**src/core/sclk_pkg.sv**
```systemverilog
// Constants, codes and carrier types of the switching clock selector
package sclk_pkg;

    // ==========================================================
    // Clock rates and timing counts
    // ==========================================================
    localparam int PCLK_KHZ = 20000; // Bus clock rate
    localparam int REF_KHZ = 8000; // Divider reference rate
    localparam int EXT_MIN_KHZ = 200; // Slowest accepted shared clock
    localparam int EXT_MAX_KHZ = 2000; // Fastest accepted shared clock
    // Longest accepted period rounds down, shortest rounds up
    localparam int EXT_MAX_PER = PCLK_KHZ / EXT_MIN_KHZ;
    localparam int EXT_MIN_PER = (PCLK_KHZ + EXT_MAX_KHZ - 1) / EXT_MAX_KHZ;
    localparam int DET_PERIODS = 3; // Search window in slowest periods
    localparam int DET_CYC = DET_PERIODS * EXT_MAX_PER;
    localparam int GOOD_NEED = 2; // Good periods that prove a clock
    localparam int BOOT_CYC = 4; // Cycles before straps are captured

    // ==========================================================
    // Divisors of the reference
    // ==========================================================
    localparam logic [5:0] DIV_MIN = 6'h04;
    localparam logic [5:0] DIV_MAX = 6'h28;
    localparam logic [5:0] DIV_LOW = 6'h28; // 200 kHz
    localparam logic [5:0] DIV_OPEN = 6'h14; // 400 kHz
    localparam logic [5:0] DIV_HIGH = 6'h08; // 1 MHz
    localparam logic [5:0] DIV_SYNC_OUT = 6'h14; // 400 kHz driven out
    localparam logic [5:0] DIV_RST = 6'h14; // Serial divisor at reset
    localparam int RES_CODES = 21; // Tabulated resistor settings

    // ==========================================================
    // Strap level codes
    // ==========================================================
    localparam logic [1:0] LVL_LOW = 2'h0;
    localparam logic [1:0] LVL_OPEN = 2'h1;
    localparam logic [1:0] LVL_HIGH = 2'h2;
    localparam logic [1:0] LVL_RES = 2'h3; // Resistor to signal_ground

    // ==========================================================
    // Register map
    // ==========================================================
    localparam logic [7:0] REG_CTRL = 8'h00;
    localparam logic [7:0] REG_DIV = 8'h04;
    localparam logic [7:0] REG_STATUS = 8'h08;
    localparam logic [7:0] REG_ACT_DIV = 8'h0C;
    localparam int CTRL_SERIAL_BIT = 0; // Use serial divisor
    localparam logic CTRL_RST = 1'b0;

    // Controller states
    typedef enum logic [2:0] {
        ST_BOOT, ST_IDLE, ST_DETECT, ST_LOCKED, ST_INTERNAL, ST_NOCLK
    } sclk_state_t;

    // Straps caught once at start-up
    typedef struct packed {
        logic [1:0] cfg; // Mode strap level
        logic [1:0] sync; // Shared pin strap level
        logic [5:0] res_div; // Divisor decoded from resistor
    } sclk_strap_t;

    // Status word layout, low bits of the status register
    typedef struct packed {
        logic lost; // Locked clock vanished
        logic det_fail; // Last search found no clock
        logic locked; // Following the shared clock
        logic [1:0] cfg; // Captured mode strap
        logic [2:0] state; // Controller state
    } sclk_status_t;

endpackage : sclk_pkg

```
**src/core/sclk_div_rom.sv**
```systemverilog
// Resistor code to reference divisor lookup with registered output
`timescale 1ns/100ps
module sclk_div_rom
    import sclk_pkg::*;
(
    input wire logic pclk,
    input wire logic presetn,
    input wire logic [4:0] addr,
    output logic [5:0] rd_div
);

    // ==========================================================
    // Lookup, nearest whole divisor of the reference per setting
    // ==========================================================
    logic [5:0] next_rd_div; // Combinational table value

    always_comb begin
        case (addr)
            5'h00: next_rd_div = 6'h28; // 200 kHz
            5'h01: next_rd_div = 6'h24;
            5'h02: next_rd_div = 6'h21;
            5'h03: next_rd_div = 6'h1E;
            5'h04: next_rd_div = 6'h1B;
            5'h05: next_rd_div = 6'h19;
            5'h06: next_rd_div = 6'h16;
            5'h07: next_rd_div = 6'h14; // 400 kHz
            5'h08: next_rd_div = 6'h13;
            5'h09: next_rd_div = 6'h11;
            5'h0A: next_rd_div = 6'h0F;
            5'h0B: next_rd_div = 6'h0E;
            5'h0C: next_rd_div = 6'h0D;
            5'h0D: next_rd_div = 6'h0C;
            5'h0E: next_rd_div = 6'h0B;
            5'h0F: next_rd_div = 6'h09;
            5'h10: next_rd_div = 6'h08; // 1 MHz
            5'h11: next_rd_div = 6'h07;
            5'h12: next_rd_div = 6'h06;
            5'h13: next_rd_div = 6'h05;
            5'h14: next_rd_div = 6'h04; // 2 MHz
            // Out of table codes fall back to the open-pin rate
            default: next_rd_div = DIV_OPEN;
        endcase
    end

    // Registered read port
    always_ff @(posedge pclk or negedge presetn) begin
        if (!presetn) begin
            rd_div <= DIV_OPEN;
        end else begin
            rd_div <= next_rd_div;
        end
    end

endmodule : sclk_div_rom

```
**src/core/sclk_select.sv**
```systemverilog
// Switching clock source selection, detection and generation
// Functional notes
// - Open mode strap: search shared pin after enable
// - Valid clock found: follow its rising edges
// - No clock: pin low/open/high gives 200/400/1000k
// - Pin strap caught once at start-up only
// - Resistor selects one of 21 tabulated rates
// - Serial rate is 8 MHz over N, 4..40
// - Readback reports quantised divisor actually used
// - High mode strap: drive 400 kHz, never search; with the serial bit set the code drives 8 MHz over N instead
// - Low mode strap: search on every enable
//
// The implementer's own choices: the address map and the APB slave port.
`timescale 1ns/100ps
module sclk_select
    import sclk_pkg::*;
#(
    parameter int SYNC_STAGES = 2 // Synchroniser depth for pins
)(
    input wire logic pclk,
    input wire logic presetn,
    input wire logic psel,
    input wire logic penable,
    input wire logic pwrite,
    input wire logic [7:0] paddr,
    input wire logic [31:0] pwdata,
    output logic [31:0] prdata,
    output logic pready,
    output logic pslverr,
    input wire logic en_pin,
    input wire logic [1:0] cfg_strap,
    input wire logic [1:0] sync_strap,
    input wire logic [4:0] sync_res_code,
    input wire logic sync_in,
    output logic sync_out,
    output logic sync_oe,
    output logic sw_clk
);

    initial begin
        if (SYNC_STAGES != 2) $error("SYNC_STAGES must be 2");
    end

    // ==========================================================
    // Pin synchronisers, one two-flop chain per bit
    // ==========================================================
    localparam int PW = 11; // Pin bits brought across
    logic [PW-1:0] pin_raw; // Asynchronous pin levels
    logic [PW-1:0] pin_s1; // First stage, read only by second
    logic [PW-1:0] pin_s2; // Safe synchronised levels
    assign pin_raw = {en_pin, cfg_strap, sync_strap, sync_res_code,
                      sync_in};

    genvar gi;
    generate
        for (gi = 0; gi < PW; gi++) begin : g_sync
            always_ff @(posedge pclk or negedge presetn) begin
                if (!presetn) begin
                    pin_s1[gi] <= 1'b0;
                    pin_s2[gi] <= 1'b0;
                end else begin
                    pin_s1[gi] <= pin_raw[gi];
                    pin_s2[gi] <= pin_s1[gi];
                end
            end
        end
    endgenerate

    logic en_s; // Enable, synchronised
    logic sync_s; // Shared clock level, synchronised
    logic sync_d; // Previous shared clock level
    logic en_d; // Previous enable
    assign en_s = pin_s2[10];
    assign sync_s = pin_s2[0];

    // Edge history of the synchronised pins
    always_ff @(posedge pclk or negedge presetn) begin
        if (!presetn) begin
            sync_d <= 1'b0;
            en_d <= 1'b0;
        end else begin
            sync_d <= sync_s;
            en_d <= en_s;
        end
    end

    logic sync_rise; // Rising edge on the shared line
    logic en_rise; // Enable just asserted
    assign sync_rise = sync_s & ~sync_d;
    assign en_rise = en_s & ~en_d;

    // ==========================================================
    // Resistor decode table and start-up strap capture
    // ==========================================================
    logic [5:0] rom_div; // Divisor for the sensed resistor
    sclk_div_rom u_rom (
        .pclk(pclk),
        .presetn(presetn),
        .addr(pin_s2[5:1]),
        .rd_div(rom_div)
    );

    sclk_strap_t strap; // Straps held until the next reset
    logic [2:0] boot_cnt; // Start-up settle counter
    logic boot_done; // Straps captured

    // Straps are caught once after reset; later pin changes are ignored
    always_ff @(posedge pclk or negedge presetn) begin
        if (!presetn) begin
            boot_cnt <= 3'h0;
            boot_done <= 1'b0;
            strap <= '0;
        end else if (!boot_done) begin
            boot_cnt <= boot_cnt + 3'h1;
            if (boot_cnt == 3'(BOOT_CYC)) begin
                boot_done <= 1'b1;
                strap.cfg <= pin_s2[9:8];
                strap.sync <= pin_s2[7:6];
                strap.res_div <= rom_div;
            end
        end
    end

    // ==========================================================
    // Register file
    // ==========================================================
    logic ctrl_serial; // Use the serial divisor
    logic [5:0] div_reg; // Serial divisor N
    logic [5:0] act_div; // Divisor actually in use
    sclk_state_t state; // Controller state
    logic det_fail; // Last search failed
    logic lost; // Locked clock disappeared
    sclk_status_t status; // Packed status word

    logic setup_ph; // Setup phase seen, answer next cycle
    logic wr_ok; // Write completing this cycle, any address
    logic div_bad; // Serial divisor outside 4..40
    assign setup_ph = psel & ~penable & ~pready;
    assign div_bad = (pwdata[5:0] < DIV_MIN) || (pwdata[5:0] > DIV_MAX)
                     || (pwdata[31:6] != '0);
    assign wr_ok = pready & psel & penable & pwrite;

    always_comb begin
        status = '0;
        status.lost = lost;
        status.det_fail = det_fail;
        status.locked = (state == ST_LOCKED);
        status.cfg = strap.cfg;
        status.state = state;
    end

    // APB answer: every access completes with no wait state, pready from a flop
    always_ff @(posedge pclk or negedge presetn) begin
        if (!presetn) begin
            pready <= 1'b0;
            pslverr <= 1'b0;
            prdata <= 32'h0;
        end else begin
            pready <= setup_ph;
            pslverr <= 1'b0;
            prdata <= 32'h0;
            if (setup_ph) begin
                case (paddr)
                    REG_CTRL: prdata <= {31'h0, ctrl_serial};
                    REG_DIV: begin
                        prdata <= {26'h0, div_reg};
                        pslverr <= pwrite & div_bad;
                    end
                    REG_STATUS: prdata <= {24'h0, status};
                    REG_ACT_DIV: prdata <= {26'h0, act_div};
                    // Unmapped: error, reads zero
                    default: pslverr <= 1'b1;
                endcase
            end
        end
    end

    // Writes land at the completing edge; out of range N is refused
    always_ff @(posedge pclk or negedge presetn) begin
        if (!presetn) begin
            ctrl_serial <= CTRL_RST;
            div_reg <= DIV_RST;
        end else if (wr_ok) begin
            if (paddr == REG_CTRL) begin
                ctrl_serial <= pwdata[CTRL_SERIAL_BIT];
            end
            if (paddr == REG_DIV && !div_bad) begin
                div_reg <= pwdata[5:0];
            end
        end
    end

    // ==========================================================
    // Divisor selection, one reference divider serves every rate
    // ==========================================================
    logic [5:0] next_act_div; // Divisor for the internal oscillator

    always_comb begin
        if (ctrl_serial) begin
            next_act_div = div_reg;
        end else if (strap.cfg == LVL_HIGH) begin
            next_act_div = DIV_SYNC_OUT;
        end else begin
            case (strap.sync)
                LVL_LOW: next_act_div = DIV_LOW;
                LVL_OPEN: next_act_div = DIV_OPEN;
                LVL_HIGH: next_act_div = DIV_HIGH;
                LVL_RES: next_act_div = strap.res_div;
                default: next_act_div = DIV_OPEN;
            endcase
        end
    end

    // ==========================================================
    // Controller: search, lock, fall back
    // ==========================================================
    logic [8:0] win_cnt; // Search window counter
    logic [7:0] per_cnt; // Cycles since the last rising edge
    logic [1:0] good_cnt; // Consecutive good periods
    logic per_ok; // Last period inside the legal range
    assign per_ok = (per_cnt >= 8'(EXT_MIN_PER - 1)) &&
                    (per_cnt <= 8'(EXT_MAX_PER - 1));

    // Period meter, saturating so a dead line is seen as too slow
    always_ff @(posedge pclk or negedge presetn) begin
        if (!presetn) begin
            per_cnt <= 8'hFF;
        end else if (sync_rise) begin
            per_cnt <= 8'h0;
        end else if (per_cnt != 8'hFF) begin
            per_cnt <= per_cnt + 8'h1;
        end
    end

    always_ff @(posedge pclk or negedge presetn) begin
        if (!presetn) begin
            state <= ST_BOOT;
            win_cnt <= 9'h0;
            good_cnt <= 2'h0;
            det_fail <= 1'b0;
            lost <= 1'b0;
        end else begin
            case (state)
                ST_BOOT: begin
                    if (boot_done) begin
                        state <= ST_IDLE;
                    end
                end
                ST_IDLE: begin
                    win_cnt <= 9'h0;
                    good_cnt <= 2'h0;
                    if (en_rise && strap.cfg == LVL_HIGH) begin
                        state <= ST_INTERNAL;
                    end else if (en_rise) begin
                        state <= ST_DETECT;
                        det_fail <= 1'b0;
                        lost <= 1'b0;
                    end
                end
                ST_DETECT: begin
                    win_cnt <= win_cnt + 9'h1;
                    if (sync_rise) begin
                        good_cnt <= per_ok ? good_cnt + 2'h1 : 2'h0;
                    end
                    if (!en_s) begin
                        state <= ST_IDLE;
                    end else if (good_cnt == 2'(GOOD_NEED)) begin
                        state <= ST_LOCKED;
                    end else if (win_cnt == 9'(DET_CYC)) begin
                        det_fail <= 1'b1;
                        // Input mode has no own rate to fall back on
                        state <= (strap.cfg == LVL_OPEN) ?
                                 ST_INTERNAL : ST_NOCLK;
                    end
                end
                ST_LOCKED: begin
                    if (!en_s) begin
                        state <= ST_IDLE;
                    end else if (per_cnt == 8'(EXT_MAX_PER)) begin
                        lost <= 1'b1;
                        state <= (strap.cfg == LVL_OPEN) ?
                                 ST_INTERNAL : ST_NOCLK;
                    end
                end
                ST_INTERNAL, ST_NOCLK: begin
                    if (!en_s) begin
                        state <= ST_IDLE;
                    end
                end
                default: state <= ST_IDLE;
            endcase
        end
    end

    // ==========================================================
    // Internal oscillator from an 8 MHz fractional reference
    // ==========================================================
    logic [15:0] ref_acc; // Fractional phase of the reference
    logic ref_tick; // One reference period elapsed
    logic [5:0] ph_cnt; // Reference ticks into this period
    logic osc_run; // Internal oscillator in use
    assign ref_tick = (ref_acc + 16'(REF_KHZ)) >= 16'(PCLK_KHZ);
    assign osc_run = (state == ST_INTERNAL);

    // Ticks average 8 MHz; jitter is one bus clock, traded for no PLL
    always_ff @(posedge pclk or negedge presetn) begin
        if (!presetn) begin
            ref_acc <= 16'h0;
        end else if (ref_tick) begin
            ref_acc <= ref_acc + 16'(REF_KHZ) - 16'(PCLK_KHZ);
        end else begin
            ref_acc <= ref_acc + 16'(REF_KHZ);
        end
    end

    // Period counter; divisor changes take effect at a period boundary
    always_ff @(posedge pclk or negedge presetn) begin
        if (!presetn) begin
            ph_cnt <= 6'h0;
            act_div <= DIV_OPEN;
        end else if (!osc_run) begin
            ph_cnt <= 6'h0;
            act_div <= next_act_div;
        end else if (ref_tick) begin
            if (ph_cnt >= act_div - 6'h1) begin
                ph_cnt <= 6'h0;
                act_div <= next_act_div;
            end else begin
                ph_cnt <= ph_cnt + 6'h1;
            end
        end
    end

    // ==========================================================
    // Clock outputs
    // ==========================================================
    logic osc_lvl; // Internal oscillator level
    assign osc_lvl = osc_run && (ph_cnt < {1'b0, act_div[5:1]});

    always_ff @(posedge pclk or negedge presetn) begin
        if (!presetn) begin
            sw_clk <= 1'b0;
            sync_out <= 1'b0;
            sync_oe <= 1'b0;
        end else begin
            // Locked: follow the line, so phase matches its rising edge
            sw_clk <= (state == ST_LOCKED) ? sync_s : osc_lvl;
            // Only the output-strapped part ever drives the line
            sync_oe <= boot_done && (strap.cfg == LVL_HIGH);
            sync_out <= (strap.cfg == LVL_HIGH) && osc_lvl;
        end
    end

endmodule : sclk_select

```
**config.mk**
```make
export PLATFORM = sky130hd
export DESIGN_NAME = sclk_select
export DESIGN_NICKNAME = d
export VERILOG_FILES = /design/src/core/sclk_pkg.sv /design/src/core/sclk_div_rom.sv /design/src/core/sclk_select.sv
export SDC_FILE = /design/constraint.sdc
export NUM_CORES = 1
export LEC_CHECK = 0
export BUFFER_PORTS_ARGS = -buffer_cell sky130_fd_sc_hd__buf_2
export CELL_PAD_IN_SITES_DETAIL_PLACEMENT = 0
export CELL_PAD_IN_SITES_GLOBAL_PLACEMENT = 1
export CORE_ASPECT_RATIO = 1.4
export CORE_UTILIZATION = 46
export CTS_BUF_LIST = sky130_fd_sc_hd__clkbuf_4 sky130_fd_sc_hd__clkbuf_8
export DETAILED_ROUTE_END_ITERATION = 6
export MAX_ROUTING_LAYER = met4
export PLACE_DENSITY_LB_ADDON = 0.1
export SLEW_MARGIN = 15
export SYNTH_ARGS = -nofsm -noshare
export SYNTH_HDL_FRONTEND = slang
export SYNTH_SLANG_ARGS = --single-unit
```
**constraint.sdc**
```tcl
create_clock -name pclk -period 2.9 [get_ports pclk]
set_clock_uncertainty 0.15 [all_clocks]
set_input_delay 0.145 -clock pclk [delete_from_list [all_inputs] [get_ports pclk]]
set_output_delay 0.145 -clock pclk [all_outputs]
set_load 0.02 [all_outputs]
```
==> results_dict.tcl, run 1 <==
set metrics [dict create \
    status "finished, violations left" \
    violations "design-rule violations" \
    drv_cap 0 \
    gp_congestion 0.774 \
    crit_fanout 8 \
    synth-seq-cells 111 \
    finalSetupViolations 0 \
    use_met2 0.342 \
    coreArea_sq_um 12400 \
    start_util 0.477 \
    instances_no_fill 815 \
    root_buffer "clkbuf_8" \
    start_kind "flop" \
    route.vias.total 4341 \
    top_regs "pin_s1 x11, ref_acc x11" \
    ir_worst_vdd_v 0.000340 \
    grt_use_met3 0.0283 \
    grt_max_degree 65 \
    first_global_vias 4156 \
    antenna_found_initial 0 \
    cp_data_arrival_time_ns 2.79 \
    dpl.cell_count 778 \
    rsz0062_at_grt "false" \
    drive_above_1_share 0.217 \
    drc 6 \
    tightestPinTransition_ns 0.614 \
    avgSynthCellArea_sq_um 10.4 \
    setup_tns_ns 0 \
    first_iter_violations 172 \
    diodes 0 \
    num_rows 48 \
    synth-seq-area-share 0.472 \
    hpwl_um 9100 \
    fin_crit_ns 2.63 \
    finalMaxSlewViolations 0 \
    max_freq_ghz 0.381 \
    cts.sinks 111 \
    layout_common_cells "dfrtp_1, buf_2, nand2_1" \
    globalRouteMet1Util 0.236 \
    final_common_cell "dfrtp_1" \
    holdCritStartpoint "pwrite" \
    crit_start "ref_acc[6]$_DFF_PN0_" \
    async_flop_share 1.00 \
    p_leak_nw 3.19 \
    synth_edf_count 0 \
    syn_inst 571 \
    relSlewSlack 0.580 \
    hold_viol 0 \
    drt-total-wl_um 12300 \
    die_area_sq_um 13300 \
    cts_repair_resize_count 0 \
    post_cts_buffers 0 \
    cts_tree "built" \
    syn-cell-area_sq_um 5930 \
    htree_levels 3 \
    die_x_um 97.9 \
    grt.overflow.total 0 \
    wl_per_cell_um 15.1 \
    final_nets 748 \
    worstReg2RegStart "ref_acc[6]$_DFF_PN0_" \
    cts_buffer_depth 2 \
    grt_usage 0.196 \
    firstDrtPassIters 6 \
    clk_latency_ns 0.39 \
    grt_first_pass_wirelength_um 20100 \
    crit_path_end_kind "flop" \
    ant_nets 0 \
    ioPinCount 93 \
    critPathKind "flop to flop" \
    min_path_type "input pin to flop" \
    avgViaCountPerCell 5.33 \
    syn_to_final_growth_pct 14.5 \
    power_density_nw_per_um2 536 \
    yosysWarnings 0 \
    top_usage_layer "met2" \
    period_share 0.906 \
    port_buffers 68 \
    worstPathRequired_ns 3.07 \
    fp.dieH_um 136 \
    ys_types 69 \
    synth_flop_cell "dfrtp_1" \
    cts.clk_slew.worst_paths_ns 0.11 \
    cts_made_buffers 9 \
]
cells in the mapped netlist (5+ instances only):
cell type,number,area [sq um]
inv_1,29,109
nand2_1,46,173
dfstp_2,14,368
a21o_1,7,52.6
nor2_1,42,158
xnor2_1,19,166
clkbuf_1,15,56.3
mux2_2,20,225
a22oi_1,5,37.5
o22ai_1,7,43.8
nand2b_1,12,75.1
mux2i_1,13,130
a31oi_1,7,43.8
ha_1,32,400
a21oi_1,27,135
nand3_1,23,115
nand4_1,9,56.3
o21ai_0,19,95.1
nor2b_1,11,68.8
dfrtp_1,97,2430
nor3_1,9,45.0
buf_4,24,180
nor4_1,8,50.1
and3_1,10,62.6
per-stage QoR:
| step | setup slack [ns] | total power, mW | util | hold slack, ns | instance area [sq um] |
|---|---|---|---|---|---|
| 2_1_floorplan | 0.215 | 2.39 | - | -0.301 | 6010 |
| 3_3_place_gp | 0.350 | 2.61 | 0.511 | 0.0568 | 6350 |
| 3_5_place_dp | 0.312 | 2.63 | 0.511 | 0.0610 | 6350 |
| 4_1_cts | 0.259 | 3.67 | 0.546 | 0.0105 | 6780 |
| 5_1_grt | 0.0603 | 3.85 | 0.546 | 0.0430 | 6780 |
| 6_report | 0.273 | 3.63 | 0.546 | 0.0172 | 6780 |
worst max-delay path, cell delays in order (launching register included):
cell	delay, ns
dfrtp_1	0.52
ha_1	0.32
nor3_2	0.28
nand2_1	0.13
xor2_2	0.32
nand2_1	0.16
or4b_1	0.54
a21oi_1	0.15
report_power, final:
| group | internal (mW) | switching [mW] |
|---|---|---|
| clock | 0.436 | 0.586 |
| sequential | 1.68 | 0.164 |
| combinational | 0.339 | 0.426 |
| total | 2.46 | 1.18 |
layout make-up:
type                    instances  area [sq um]
well taps                     150           188
multi-input cells             413          2860
clock inverters                 6          86.3
clock buffers                  10           131
fillers                      1134          5650
repair buffers                 96           618
flip-flops and latches        111          2800
inverters                      29           109
logic make-up after synthesis:
logic type	Yosys count	share of synthesized area
DFF	111	0.472
other	1	0.000633
AOI/OAI and AO/OA	113	0.133
muxes	35	0.0676
buffers and inverters	70	0.0610
and+or+nand+nor	184	0.158
adders and majority gates	32	0.0676
xor gates and xnor gates	25	0.0408
metal layers:
| metal | vias up | wire length (um) |
|---|---|---|
| li1 | 2144 | - |
| met1 | 2118 | 5360 |
| met2 | 68 | 6480 |
| met3 | 11 | 303 |
| met4 | 0 | 163 |
| met5 | - | 0 |
repair_timing:
action,CTS,global route
endpoints found under the hold margin,63,0
endpoints found under the setup margin,0,0
hold buffers,21,0
worst paths after layout:
kind / endpoint / slack [ns] / cells past startpoint
min in group asynchronous: ref_acc[10]$_DFF_PN0_ / 0.17 / 2
min: pslverr$_DFF_PN0_ / 0.02 / 4
max: ref_acc[15]$_DFF_PN0_ / 0.27 / 7
max reg2reg: ref_acc[15]$_DFF_PN0_ / 0.27 / 7
max in group asynchronous: u_rom.rd_div[2]$_DFF_PN1_ / 1.63 / 3
min reg2reg: pin_s2[5]$_DFF_PN0_ / 0.21 / 0
Note: power is estimated with default switching activity, not from simulation.
==> run 2: changes to the inputs <==
==> constraint.sdc (replaced) <==
create_clock -name pclk -period 2.53 [get_ports pclk]
set_clock_uncertainty 0.15 [all_clocks]
set_input_delay 0.1265 -clock pclk [delete_from_list [all_inputs] [get_ports pclk]]
set_output_delay 0.1265 -clock pclk [all_outputs]
set_load 0.02 [all_outputs]
==> run 2 against run 1 <==
The flow still finishes with violations (design-rule violations). First-iteration DRC count decreased by 12%. Register-to-register slack got worse by 0.24 ns. Power increased by 14%. Worst setup slack got worse by 0.24 ns. Die area is the same. Sequential share of layout area shrank 1.3 points. Critical path depth rose by 3. Utilization is 1.8 points higher. Sequential cell count is the same. Combinational power is 27% higher. Clock power up 5%. Final cell count grew 2.2%. Highest routed layer unchanged.
==> results_dict.tcl, run 2 (synthesized netlist as in run 1, its figures left out) <==
set metrics [dict create \
    status "finished, violations left" \
    violations "design-rule violations" \
    start_kind "flop" \
    final_nets 766 \
    drive_above_1_share 0.253 \
    gp_congestion 0.870 \
    netSwitchingFraction 0.333 \
    hpwl_um 9350 \
    finalMaxSlewViolations 0 \
    layout_common_cells "dfrtp_1, buf_2, nand2_1" \
    rsz0062_at_grt "true" \
    root_buffer "clkbuf_8" \
    sequentialPowerShare 0.507 \
    avgViaCountPerCell 5.36 \
    cts.sinks 111 \
    ant_nets 0 \
    diodes 0 \
    ir_worst_vdd_v 0.000321 \
    die_area_sq_um 13300 \
    p_clk_frac 0.258 \
    final_common_cell "dfrtp_1" \
    crit_path_end_kind "flop" \
    drc 7 \
    num_rows 48 \
    max_freq_ghz 0.401 \
    p_leak_nw 3.28 \
    setup_tns_ns 0 \
    dpl.cell_count 786 \
    crit_fanout 6 \
    firstDrtPassIters 6 \
    start_util 0.477 \
    coreArea_sq_um 12400 \
    first_iter_violations 152 \
    cts.clk_slew.worst_paths_ns 0.11 \
    min_path_type "input pin to flop" \
    cts_tree "built" \
    cts_made_buffers 9 \
    power_frac_comb 0.235 \
    drt-total-wl_um 12900 \
    syn_to_final_growth_pct 18.3 \
    htree_levels 3 \
    drv_cap 0 \
    clk_latency_ns 0.38 \
    top_regs "pin_s1 x11, ref_acc x11" \
    grt_first_pass_wirelength_um 21200 \
    fp.dieH_um 136 \
    power_density_nw_per_um2 592 \
    first_global_vias 4499 \
    instances_no_fill 833 \
    grt.overflow.total 0 \
    timing.hold.ws_ns 0.0636 \
    relSlewSlack 0.578 \
    fin_crit_ns 2.49 \
    finalSetupViolations 0 \
    cp_data_arrival_time_ns 2.61 \
    critPathKind "flop to flop" \
    port_buffers 68 \
    grt_max_degree 65 \
    die_x_um 97.9 \
    wl_per_cell_um 15.5 \
    worstPathRequired_ns 2.65 \
    grt_usage 0.209 \
    tightestPinTransition_ns 0.633 \
    antenna_found_initial 0 \
    cts_buffer_depth 2 \
    power_mw 4.15 \
    period_share 0.986 \
    internal_power_mw 2.77 \
    ioPinCount 93 \
    p_switching_mw 1.38 \
    hold_viol 0 \
    route.vias.total 4465 \
]
## run 2: power groups by stage
stage / Combinational [mW] / Clock, mW / Sequential, mW
2_1_floorplan: 0.697 / 0 / 2.05
3_3_place_gp: 0.882 / 0 / 2.14
3_5_place_dp: 0.904 / 0 / 2.14
4_1_cts: 0.960 / 1.10 / 2.11
5_1_grt: 1.10 / 1.17 / 2.13
6_report: 0.975 / 1.07 / 2.11
## run 2: final timing paths
path,start,end,slack [ns],cells past startpoint
max in group asynchronous,presetn,per_cnt[0]$_DFFE_PN1P_,1.30,3
min reg2reg,pin_s1[3]$_DFF_PN0_,pin_s2[3]$_DFF_PN0_,0.21,0
min in group asynchronous,presetn,win_cnt[2]$_DFFE_PN0P_,0.15,2
max reg2reg,act_div[2]$_DFFE_PN1P_,act_div[1]$_DFFE_PN0P_,0.04,10
min,paddr[0],prdata[0]$_DFF_PN0_,0.06,4
max,act_div[2]$_DFFE_PN1P_,act_div[1]$_DFFE_PN0P_,0.04,10
## run 2: layout make-up
cell class / count / area [sq um]
repair buffers: 113 / 756
clock buffers: 9 / 124
clock inverters: 7 / 73.8
inverters: 29 / 109
flip-flops and latches: 111 / 2800
fillers: 1132 / 5420
multi-input cells: 414 / 2960
well taps: 150 / 188
## run 2: routing by layer
metal / track usage / wire length (um) / vias up
met3: 0.0329 / 336 / 22
li1: - / - / 2191
met1: 0.235 / 5440 / 2168
met5: - / 0 / -
met2: 0.369 / 6870 / 84
met4: 0.0842 / 263 / 0
## run 2: timing repair
item / 4_1_cts / 5_1_grt
gates cloned: 0 / 1
hold buffers: 22 / 0
setup endpoints to repair: 11 / 24
resized for setup: 5 / 15
pin swaps: 3 / 5
setup buffers: 3 / 5
hold endpoints to repair: 65 / 0
## run 2: metrics by stage
| stage | utilization | worst slack, ns | area [sq um] |
|---|---|---|---|
| 2_1_floorplan | - | 0.0105 | 6020 |
| 6_report | 0.564 | 0.0351 | 7010 |
| 4_1_cts | 0.554 | 0.00725 | 6890 |
| 3_3_place_gp | 0.517 | 0.0185 | 6420 |
| 3_5_place_dp | 0.517 | -0.0479 | 6420 |
| 5_1_grt | 0.564 | -0.0575 | 7010 |
## run 2: worst max-delay path, cell delays in order (launching register included)
cell     delay [ns]
dfstp_2        0.55
inv_1          0.06
and3_4         0.17
xnor2_1        0.12
ha_1           0.32
a21o_1         0.18
a211o_1        0.26
a41oi_2        0.20
buf_4          0.16
a21oi_4        0.06
mux2i_1        0.15
==> run 3: changes to the inputs <==
==> config.mk (replaced) <==
export PLATFORM = sky130hd
export DESIGN_NAME = sclk_select
export DESIGN_NICKNAME = d
export VERILOG_FILES = /design/src/core/sclk_pkg.sv /design/src/core/sclk_div_rom.sv /design/src/core/sclk_select.sv
export SDC_FILE = /design/constraint.sdc
export NUM_CORES = 1
export LEC_CHECK = 0
export BUFFER_PORTS_ARGS = -buffer_cell sky130_fd_sc_hd__clkbuf_2
export CORE_ASPECT_RATIO = 1.4
export CORE_UTILIZATION = 50
export CTS_BUF_LIST = sky130_fd_sc_hd__clkbuf_4 sky130_fd_sc_hd__clkbuf_8
export DETAILED_ROUTE_END_ITERATION = 6
export MAX_ROUTING_LAYER = met4
export PLACE_DENSITY = 0.72
export SLEW_MARGIN = 15
export SYNTH_ARGS = -nofsm -noshare
export SYNTH_HDL_FRONTEND = slang
export SYNTH_SLANG_ARGS = --single-unit
==> run 3 against run 2 <==
The run ends with negative setup slack left. Final cell count down 0.48%. Fmax down 1.8%. Sequential cell count unchanged. Combinational power up 4%. Die area down 7.9%. First-iteration DRC count up 13%. Routed wire length down 7.7%. Sequential power about the same. Sequential share of layout area up 0.12 points. Register-to-register slack worse by 0.05 ns. Critical endpoint is now act_div[0]$_DFFE_PN0P_.
==> results_dict.tcl, run 3 (synthesized netlist as in run 1, its figures left out) <==
set metrics [dict create \
    port_buffers 68 \
    power_mw 4.11 \
    clk_latency_ns 0.37 \
    gp_congestion 0.862 \
    crit_fanout 6 \
    first_global_vias 4282 \
    crit_path_end_kind "flop" \
    cts_buffer_depth 2 \
    ant_nets 0 \
    min_path_type "input pin to flop" \
    cts_tree "built" \
    hpwl_um 8710 \
    first_iter_violations 171 \
    start_util 0.517 \
    grt_usage 0.208 \
    setup_ws_ns -0.0110 \
    drt-total-wl_um 11900 \
    cts.sinks 111 \
    violations "negative setup slack" \
    die_area_sq_um 12300 \
    fin_crit_ns 2.54 \
    grt.overflow.total 0 \
    firstDrtPassIters 6 \
    hold_viol 0 \
    top_regs "pin_s1 x11, ref_acc x11" \
    worstReg2RegStart "act_div[2]$_DFFE_PN1P_" \
    avgViaCountPerCell 5.34 \
    htree_levels 3 \
    layout_common_cells "dfrtp_1, clkbuf_2, nand2_1" \
    place_area_sq_um 6440 \
    rsz0062_at_grt "true" \
    final_common_cell "dfrtp_1" \
    route.vias.total 4424 \
    crit_start "act_div[2]$_DFFE_PN1P_" \
    drc 0 \
    coreArea_sq_um 11500 \
    root_buffer "clkbuf_8" \
    holdCritStartpoint "paddr[0]" \
    grt_max_degree 50 \
    antenna_found_initial 0 \
    die_x_um 94.0 \
    power_density_nw_per_um2 588 \
    instances_no_fill 829 \
    fin_area_sq_um 6990 \
    wl_per_cell_um 14.4 \
    start_kind "flop" \
    status "finished, violations left" \
    max_freq_ghz 0.394 \
    ir_worst_vdd_v 0.000390 \
    drive_above_1_share 0.255 \
    p_leak_nw 3.29 \
    syn_to_final_growth_pct 17.9 \
    dpl.cell_count 784 \
    fp.dieH_um 131 \
    grt_first_pass_wirelength_um 19300 \
    period_share 1.00 \
    drv_cap 0 \
    timing.hold.ws_ns 0.0706 \
    num_rows 46 \
    final_nets 768 \
    finalMaxSlewViolations 0 \
    cp_data_arrival_time_ns 2.65 \
    ioPinCount 93 \
    fill_cells 957 \
    finalSetupViolations 2 \
    cts_made_buffers 9 \
    diodes 0 \
    cts.clk_slew.worst_paths_ns 0.11 \
    critPathKind "flop to flop" \
    worstPathRequired_ns 2.64 \
]
==> run 3: changes by cell type in the layout (fill, tap and decap cells not counted), moves of 2 or more <==
| cell | delta |
|---|---|
| buf_2 | -67 |
| a22oi_1 | -2 |
| clkinvlp_4 | +2 |
| inv_8 | -2 |
| xnor2_2 | +2 |
| clkbuf_4 | +2 |
| buf_4 | +3 |
| clkbuf_2 | +67 |
| a22oi_2 | +2 |
==> run 3: per-stage QoR <==
step	setup slack (ns)	setup TNS [ns]	utilization
after floorplan	0.0105	0	-
after global placement	0.0295	0	0.563
after detailed placement	-0.0848	-0.490	0.563
after CTS	0.00199	0	0.601
after global routing	-0.114	-1.13	0.610
final	-0.0110	-0.0117	0.610
==> run 3: final timing paths <==
check | endpoint | slack [ns] | cells past startpoint
worst max-delay path | act_div[0]$_DFFE_PN0P_ | -0.01 | 10
worst min-delay path | prdata[0]$_DFF_PN0_ | 0.07 | 4
worst max register to register | act_div[0]$_DFFE_PN0P_ | -0.01 | 10
worst min register to register | pin_s2[5]$_DFF_PN0_ | 0.21 | 0
max in group asynchronous | u_rom.rd_div[4]$_DFF_PN1_ | 1.38 | 3
min in group asynchronous | ref_acc[12]$_DFF_PN0_ | 0.10 | 2
==> run 3: worst max-delay path: stages (launching register included) <==
cell and delay [ns]:
dfstp_2 0.54, inv_1 0.06, and3_4 0.18, xnor2_2 0.13, ha_1 0.29, a21o_1 0.17, a211o_1 0.31, a41oi_2 0.22
buf_4 0.16, a21oi_4 0.05, mux2i_1 0.15
==> run 3: cell type report <==
class | count | area [sq um] | share of cell area
multi-input cells | 413 | 2940 | 0.421
flip-flops and latches | 111 | 2800 | 0.400
repair buffers | 116 | 778 | 0.111
well taps | 144 | 180 | 0.0258
clock buffers | 11 | 139 | 0.0199
inverters | 29 | 109 | 0.0156
clock inverters | 5 | 41.3 | 0.00591
==> run 3: repair_timing <==
item	CTS	global route
pin swaps	4	15
setup buffers	4	3
setup endpoints to repair	11	23
gates resized for setup	3	14
hold endpoints to repair	97	0
cloned	0	0
hold buffers	22	0
==> run 3: where the power goes <==
part,switching (mW),internal [mW]
logic,0.542,0.469
clock network,0.605,0.390
registers,0.169,1.93
==> run 3: layer usage <==
| layer | GRT usage | vias up | wire (um) |
|---|---|---|---|
| met5 | - | - | 0 |
| met3 | 0.0341 | 20 | 345 |
| li1 | - | 2181 | - |
| met1 | 0.237 | 2132 | 4960 |
| met4 | 0.0860 | 0 | 207 |
| met2 | 0.361 | 91 | 6420 |
